`src/shared/edge_trim_pkg.sv`:
```
package edge_trim_pkg;
  // register map, byte addresses on the bus
  localparam logic [7:0] ADDR_TRIM_A      = 8'h6A;
  localparam logic [7:0] ADDR_TRIM_B      = 8'h6B;
  localparam logic [7:0] ADDR_NOMINAL     = 8'h70;
  localparam logic [7:0] ADDR_EDGE_SEL    = 8'h74;
  localparam logic [7:0] ADDR_TRIMMED     = 8'h78;
  localparam logic [7:0] ADDR_STATUS      = 8'h7C;
  // field positions
  localparam int UPPER_POL_BIT            = 7;
  localparam int UPPER_CODE_LSB           = 4;
  localparam int LOWER_POL_BIT            = 3;
  localparam int LOWER_CODE_LSB           = 0;
  localparam int CODE_W                   = 3;
  // reset values
  localparam logic [7:0] TRIM_RESET       = 8'h00;
  localparam logic [15:0] NOMINAL_RESET   = 16'h0000;
  // timing
  localparam int STEP_NS                  = 5;
  localparam int TICK_PS                  = 625;
  localparam int TIME_W                   = 16;
  localparam int OFFSET_W                 = 4;
  localparam int NUM_EDGES                = 4;
  localparam logic [TIME_W-1:0] TIME_MAX  = 16'hFFFF;
endpackage : edge_trim_pkg

```
`src/core/pwm_edge_dead_time_trim.sv`:
```
// Functional notes
// - the polarity bit of each edge field, bit 7 upper and bit 3 lower, gives 0 positive and 1 negative offset.
// - edge three moves by first register bits 6:4 times 5 ns, 0 to 35 ns.
// - edge four moves by first register bits 2:0 times 5 ns, 0 to 35 ns.
// - edge five moves by second register bits 6:4 times 5 ns, 0 to 35 ns.
// - edge six moves by second register bits 2:0 times 5 ns, 0 to 35 ns.
`timescale 1ns/1ns
module pwm_edge_dead_time_trim
  import edge_trim_pkg::*;
(
  // system
  input  wire logic                     clk,
  input  wire logic                     sys_rst,
  // wishbone slave
  input  wire logic                     wb_cyc_i,
  input  wire logic                     wb_stb_i,
  input  wire logic                     wb_we_i,
  input  wire logic [7:0]               wb_adr_i,
  input  wire logic [3:0]               wb_sel_i,
  input  wire logic [31:0]              wb_dat_i,
  output logic      [31:0]              wb_dat_o,
  output logic                          wb_ack_o,
  output logic                          wb_err_o,
  // scheduler side
  input  wire logic [TIME_W*NUM_EDGES-1:0] nominal_time,
  output logic      [TIME_W*NUM_EDGES-1:0] trimmed_time,
  output logic      [NUM_EDGES-1:0]        edge_negative,
  output logic      [OFFSET_W*NUM_EDGES-1:0] edge_code
);
  logic [7:0]                    trim_a;
  logic [7:0]                    trim_b;
  logic [1:0]                    edge_sel;
  logic [TIME_W*NUM_EDGES-1:0]   trimmed_q;
  logic [NUM_EDGES-1:0]          neg_q;
  logic [OFFSET_W*NUM_EDGES-1:0] code_q;
  logic [31:0]                   rd_q;
  logic                          ack_q;
  logic                          err_q;

  wire logic                     req;
  wire logic                     hit_a;
  wire logic                     hit_b;
  wire logic                     hit_sel;
  wire logic                     hit_nom;
  wire logic                     hit_trim;
  wire logic                     hit_stat;
  wire logic                     mapped;
  wire logic                     wr_a;
  wire logic                     wr_b;
  wire logic                     wr_sel;
  wire logic [31:0]              next_rd;
  wire logic [NUM_EDGES-1:0]     pol;
  wire logic [CODE_W*NUM_EDGES-1:0] codes;
  wire logic [TIME_W*NUM_EDGES-1:0] next_trimmed;
  wire logic [TIME_W-1:0]        sel_nom;
  wire logic [TIME_W-1:0]        sel_trim;
  wire logic [OFFSET_W*NUM_EDGES-1:0] code_pad;

  // bus decode, one ack per mapped request and one err per unmapped one, dropped the cycle after
  assign req      = wb_cyc_i & wb_stb_i & ~ack_q & ~err_q;
  assign hit_a    = wb_adr_i == ADDR_TRIM_A;
  assign hit_b    = wb_adr_i == ADDR_TRIM_B;
  assign hit_sel  = wb_adr_i == ADDR_EDGE_SEL;
  assign hit_nom  = wb_adr_i == ADDR_NOMINAL;
  assign hit_trim = wb_adr_i == ADDR_TRIMMED;
  assign hit_stat = wb_adr_i == ADDR_STATUS;
  assign mapped   = hit_a | hit_b | hit_sel | hit_nom | hit_trim | hit_stat;
  assign wr_a     = req & wb_we_i & hit_a & wb_sel_i[0];
  assign wr_b     = req & wb_we_i & hit_b & wb_sel_i[0];
  assign wr_sel   = req & wb_we_i & hit_sel & wb_sel_i[0];

  // edge fields: index 0..3 are edges three..six
  assign pol   = {trim_b[LOWER_POL_BIT], trim_b[UPPER_POL_BIT],
                  trim_a[LOWER_POL_BIT], trim_a[UPPER_POL_BIT]};
  assign codes = {trim_b[LOWER_CODE_LSB +: CODE_W],
                  trim_b[UPPER_CODE_LSB +: CODE_W],
                  trim_a[LOWER_CODE_LSB +: CODE_W],
                  trim_a[UPPER_CODE_LSB +: CODE_W]};

  genvar g;
  generate
    for (g = 0; g < NUM_EDGES; g = g + 1) begin : g_edge
      edge_offset_calc u_calc (
        .polarity     (pol[g]),
        .code         (codes[g*CODE_W +: CODE_W]),
        .nominal      (nominal_time[g*TIME_W +: TIME_W]),
        .trimmed      (next_trimmed[g*TIME_W +: TIME_W]),
        .offset_ticks ()
      );
      // code widened to the scheduler nibble, top bits zero
      assign code_pad[g*OFFSET_W +: OFFSET_W] = {{(OFFSET_W-CODE_W){1'b0}}, codes[g*CODE_W +: CODE_W]};
    end
  endgenerate

  assign sel_nom  = nominal_time[edge_sel*TIME_W +: TIME_W];
  assign sel_trim = trimmed_q[edge_sel*TIME_W +: TIME_W];
  assign next_rd  = hit_a    ? {24'h000000, trim_a} :
                    hit_b    ? {24'h000000, trim_b} :
                    hit_sel  ? {30'h00000000, edge_sel} :
                    hit_nom  ? {16'h0000, sel_nom} :
                    hit_trim ? {16'h0000, sel_trim} :
                    hit_stat ? {28'h0000000, neg_q} : 32'h00000000;

  always_ff @(posedge clk or posedge sys_rst) begin
    if (sys_rst) begin
      trim_a <= TRIM_RESET;
      trim_b <= TRIM_RESET;
      edge_sel <= 2'h0;
    end else begin
      if (wr_a) trim_a <= wb_dat_i[7:0];
      if (wr_b) trim_b <= wb_dat_i[7:0];
      if (wr_sel) edge_sel <= wb_dat_i[1:0];
    end
  end

  always_ff @(posedge clk or posedge sys_rst) begin
    if (sys_rst) begin
      ack_q <= 1'b0;
      err_q <= 1'b0;
      rd_q  <= 32'h00000000;
    end else begin
      ack_q <= req & mapped;
      err_q <= req & ~mapped;
      rd_q  <= (req & ~wb_we_i) ? next_rd : 32'h00000000;
    end
  end

  // registered edge outputs for the scheduler
  always_ff @(posedge clk or posedge sys_rst) begin
    if (sys_rst) begin
      trimmed_q <= '0;
      neg_q     <= '0;
      code_q    <= '0;
    end else begin
      trimmed_q <= next_trimmed;
      neg_q     <= pol;
      code_q    <= code_pad;
    end
  end

  assign wb_dat_o      = rd_q;
  assign wb_ack_o      = ack_q;
  assign wb_err_o      = err_q;
  assign trimmed_time  = trimmed_q;
  assign edge_negative = neg_q;
  assign edge_code     = code_q;
endmodule : pwm_edge_dead_time_trim

```
`src/core/edge_offset_calc.sv`:
```
`timescale 1ns/1ns
module edge_offset_calc
  import edge_trim_pkg::*;
(
  // trim field
  input  wire logic                polarity,
  input  wire logic [CODE_W-1:0]   code,
  // time in scheduler ticks
  input  wire logic [TIME_W-1:0]   nominal,
  output logic      [TIME_W-1:0]   trimmed,
  output logic      [TIME_W-1:0]   offset_ticks
);
  // one code step expressed in scheduler ticks, rounded down
  localparam int STEP_TICKS = (STEP_NS * 1000) / TICK_PS;
  localparam logic [TIME_W-1:0] STEP_T = TIME_W'(STEP_TICKS);

  wire logic [TIME_W:0] sum;
  wire logic [TIME_W:0] diff;

  assign offset_ticks = TIME_W'({13'h0000, code} * STEP_T);
  // positive adds, negative subtracts, saturate at the range ends
  assign sum     = {1'b0, nominal} + {1'b0, offset_ticks};
  assign diff    = {1'b0, nominal} - {1'b0, offset_ticks};
  assign trimmed = polarity ? (diff[TIME_W] ? '0 : diff[TIME_W-1:0])
                            : (sum[TIME_W] ? TIME_MAX : sum[TIME_W-1:0]);
endmodule : edge_offset_calc

```
`config.mk`:
```
export PLATFORM = sky130hd
export DESIGN_NAME = pwm_edge_dead_time_trim
export DESIGN_NICKNAME = d
export VERILOG_FILES = /design/src/shared/edge_trim_pkg.sv /design/src/core/pwm_edge_dead_time_trim.sv /design/src/core/edge_offset_calc.sv
export SDC_FILE = /design/constraint.sdc
export NUM_CORES = 1
export LEC_CHECK = 0
export BUFFER_PORTS_ARGS = -buffer_cell sky130_fd_sc_hd__buf_2
export CAP_MARGIN = 30
export CORE_ASPECT_RATIO = 0.75
export CORE_MARGIN = 4
export CORE_UTILIZATION = 45
export DETAILED_ROUTE_END_ITERATION = 8
export GPL_TIMING_DRIVEN = 0
export PLACE_DENSITY = 0.69
export REMOVE_ABC_BUFFERS = 1
export SYNTH_ARGS = -nofsm -noshare
export SYNTH_HDL_FRONTEND = slang
export SYNTH_SLANG_ARGS = --single-unit
```
`constraint.sdc`:
```
create_clock -name clk -period 5.9 [get_ports clk]
set_clock_uncertainty 0.2 [all_clocks]
set_input_delay 0.59 -clock clk [delete_from_list [all_inputs] [get_ports clk]]
set_output_delay 0.59 -clock clk [all_outputs]
set_load 0.01 [all_outputs]
```
==> run_results.csv <==
group,metric,value,unit
synthesis,synthFlopType,"dfrtp_1",
cts,cts_buffer_depth,2,
synthesis,synth_cells,828,
min_path,hold_class,"in -> async",
synthesis,syn_area,8000,um2
synthesis,synth.avg_cell_area,9.66,um2
layout,fill_cells,1613,
routing,met1_length,11400,um
synthesis,synth_xor_area_frac,0.0580,
place,place_ws,2540,ps
routing,wl_met2,11200,um
grt,grt_max_degree,60,
cts,clock_sinks,116,
timing,tightest_slew,973,ps
run,max_cap_viol_count,0,
setup_path,cp.arrival,3270,ps
die,placementRows,41,
cts,cts_tree,"yes",
cts,htreeDepth,4,
routing,drt-total-wl,26100,um
timing,finalHoldViolCount,0,
synthesis,netlist_top_cells_area,"dfrtp_1 (36%), mux4_2 (8.2%), nand2_1 (3.8%)",
cts,root_buffer,"clkbuf_16",
routing,wl_met3,3100,um
pwr,vdd_drop_max,0.000175,V
cts,clk_latency,430,ps
grt,gr-usage-all-layers,0.260,
die,core,17100,um2
synthesis,yosys.area.top_type,"dfrtp_1",
routing,post_drt_via_cell_ratio,5.91,
timing,setup_slack,2760,ps
grt,grt_pass1_vias,6527,
die,initial_utilization,0.467,
timing,max_freq,0.319,GHz
layout,drive_gt1_frac,0.287,
synthesis,synthArstFlopShare,1.00,
cts,cts_buffers,17,
place,gp_congestion,0.952,
routing,drt_iter0_markers,710,
synthesis,yosysWarnings,0,
die,chipHeight,123,um
layout,syn_to_final_growth,18.9,%
layout,utilization,0.555,
grt,grt_pass1_wl,38800,um
synthesis,synth-edff-count,0,
routing,dr_total_vias,7190,
routing,ant_nets,0,
grt,grt-ovfl-total,0,
pwr,powerDensity,226,nW/um2
synthesis,synth_seq_cells,116,
routing,drt_pre_antenna_iters,8,
synthesis,ys_seq_area_frac,0.363,
timing,fin_tns_setup,0,ps
setup_path,start_kind,"flop",
timing,timing.hold.ws,23.2,ps
timing,maxSlewHeadroom,0.343,
place,io_buffers,183,
synthesis,synth_simple_gate_area_frac,0.180,
grt,grt_antenna_before_repair,2,
timing,fin_crit_sh,0.531,
timing,period_minus_slack,3140,ps
cts,postCtsSetupBuffers,0,
timing,maxSlewViolCount,0,
setup_path,path_max_fanout,5,
cts,ctsHoldBuffers,0,
setup_path,critPathRequiredTime,6030,ps
die,io_pins,231,
layout,design_area,9510,um2
place,dp_hpwl,20000,um
die,die_x,162,um
synthesis,synthAdderAreaFrac,0.0576,
cts,clkTransAtPathRegs,50,ps
die,dieArea,20000,um2
cts,cts.repair.resized,0,
synthesis,synth_top_family_by_area,"simple AND/OR/NAND/NOR gates",
place,placed_area,8920,um2
synthesis,synth-compound-area-share,0.136,
layout,fin_cells,1216,
synthesis,yosys.area.top_type_share,0.363,
timing,setup-violations-final,0,
setup_path,worstSetupPathType,"reg -> reg",
routing,routed.top_layer,"met5",
pwr,leakagePower,4.21,nW
place,post-place-cells,1182,
pwr,totalPowerFinal,2.15,mW
routing,drc,0,
routing,routedWlPerCell,21.5,um
timing,rsz0062_at_grt,"no",
setup_path,end_kind,"flop",
synthesis,synth_mux_area_frac,0.136,
synthesis,ys_types,68,
layout,finalNetCount,1110,
outcome,status,"complete, no violations",
[cell usage in the layout (no fill, tap or decap), types with 24 or more instances in the layout]
cell	n
buf_2	183
dfrtp_1	114
nand2_1	82
nor2_1	48
inv_1	37
xnor2_1	30
mux4_2	29
a21oi_1	28
o21ai_0	27
nand3_1	25
nor3_1	24
ha_1	24
[cells by family (layout without fill, tap and decap cells)]
family	count (synthesis)	count (layout)
xor gates and xnor gates	53	53
AOI/OAI and AO/OA	156	156
DFF	116	116
buffers and inverters	124	255
other	1	22
adders and majority gates	32	32
and+or+nand+nor	276	276
muxes	70	70
[registers in the layout, indices dropped and copies added, names as in the netlist]
register and count:
edge_negative 4, wb_ack_o 1, trim_b 8, edge_code 12
trim_a 8, wb_dat_o 16, wb_err_o 1, trimmed_time 64
edge_sel 2
[Yosys cell counts (16+ instances only)]
master and count:
nand2_1 82, xor2_1 23, dfrtp_1 116, mux2_2 19
nor2_1 48, buf_4 20, mux2i_1 22, ha_1 24
xnor2_1 30, nor3_1 24, clkbuf_1 54, nand3_1 25
nand2b_1 16, inv_1 38, mux4_2 29, a21oi_1 28
o21ai_0 27
[path summary, 6_finish.rpt]
path	slack, ps	depth (start not counted)	endpoint	startpoint
worst min register to register	250	0	edge_code[10]	trim_b[6]
worst max register to register	2760	8	trimmed_time[13]	trim_a[4]
worst min-delay path	20	2	edge_code[0]	sys_rst
max in group asynchronous	4810	3	trimmed_time[59]	sys_rst
min in group clk	190	3	trimmed_time[18]	nominal_time[18]
worst max-delay path	2760	8	trimmed_time[13]	trim_a[4]
[report_power, final]
part	internal [mW]	total, mW	switching [mW]	leakage [nW]
clock network	0.671	1.04	0.367	0.288
registers	0.821	0.845	0.0243	1.47
logic	0.107	0.271	0.164	2.46
total	1.60	2.15	0.555	4.21
[cell type report]
| type | instances | area, um2 | area share |
|---|---|---|---|
| Clock inverter | 10 | 131 | 0.0138 |
| Antenna cell | 2 | 5.00 | 0.000526 |
| Sequential cell | 116 | 2910 | 0.305 |
| Clock buffer | 22 | 454 | 0.0477 |
| Multi-Input combinational cell | 607 | 4610 | 0.485 |
| Inverter | 38 | 148 | 0.0155 |
| Tap cell | 236 | 295 | 0.0310 |
| Timing Repair Buffer | 185 | 963 | 0.101 |
[critical path: stages (launching register included)]
cell and delay (ps):
dfrtp_1 500, ha_1 230, inv_1 60, fa_1 410, a211o_1 350, or4_1 520
or4_1 460, xor2_1 160, o211ai_1 160
[per-layer routing]
metal,vias to the layer above,GRT usage
met4,4,0.0581
met5,-,0.0303
met2,432,0.376
li1,3228,-
met3,34,0.0770
met1,3492,0.384
(Power assumes the default switching activity.)
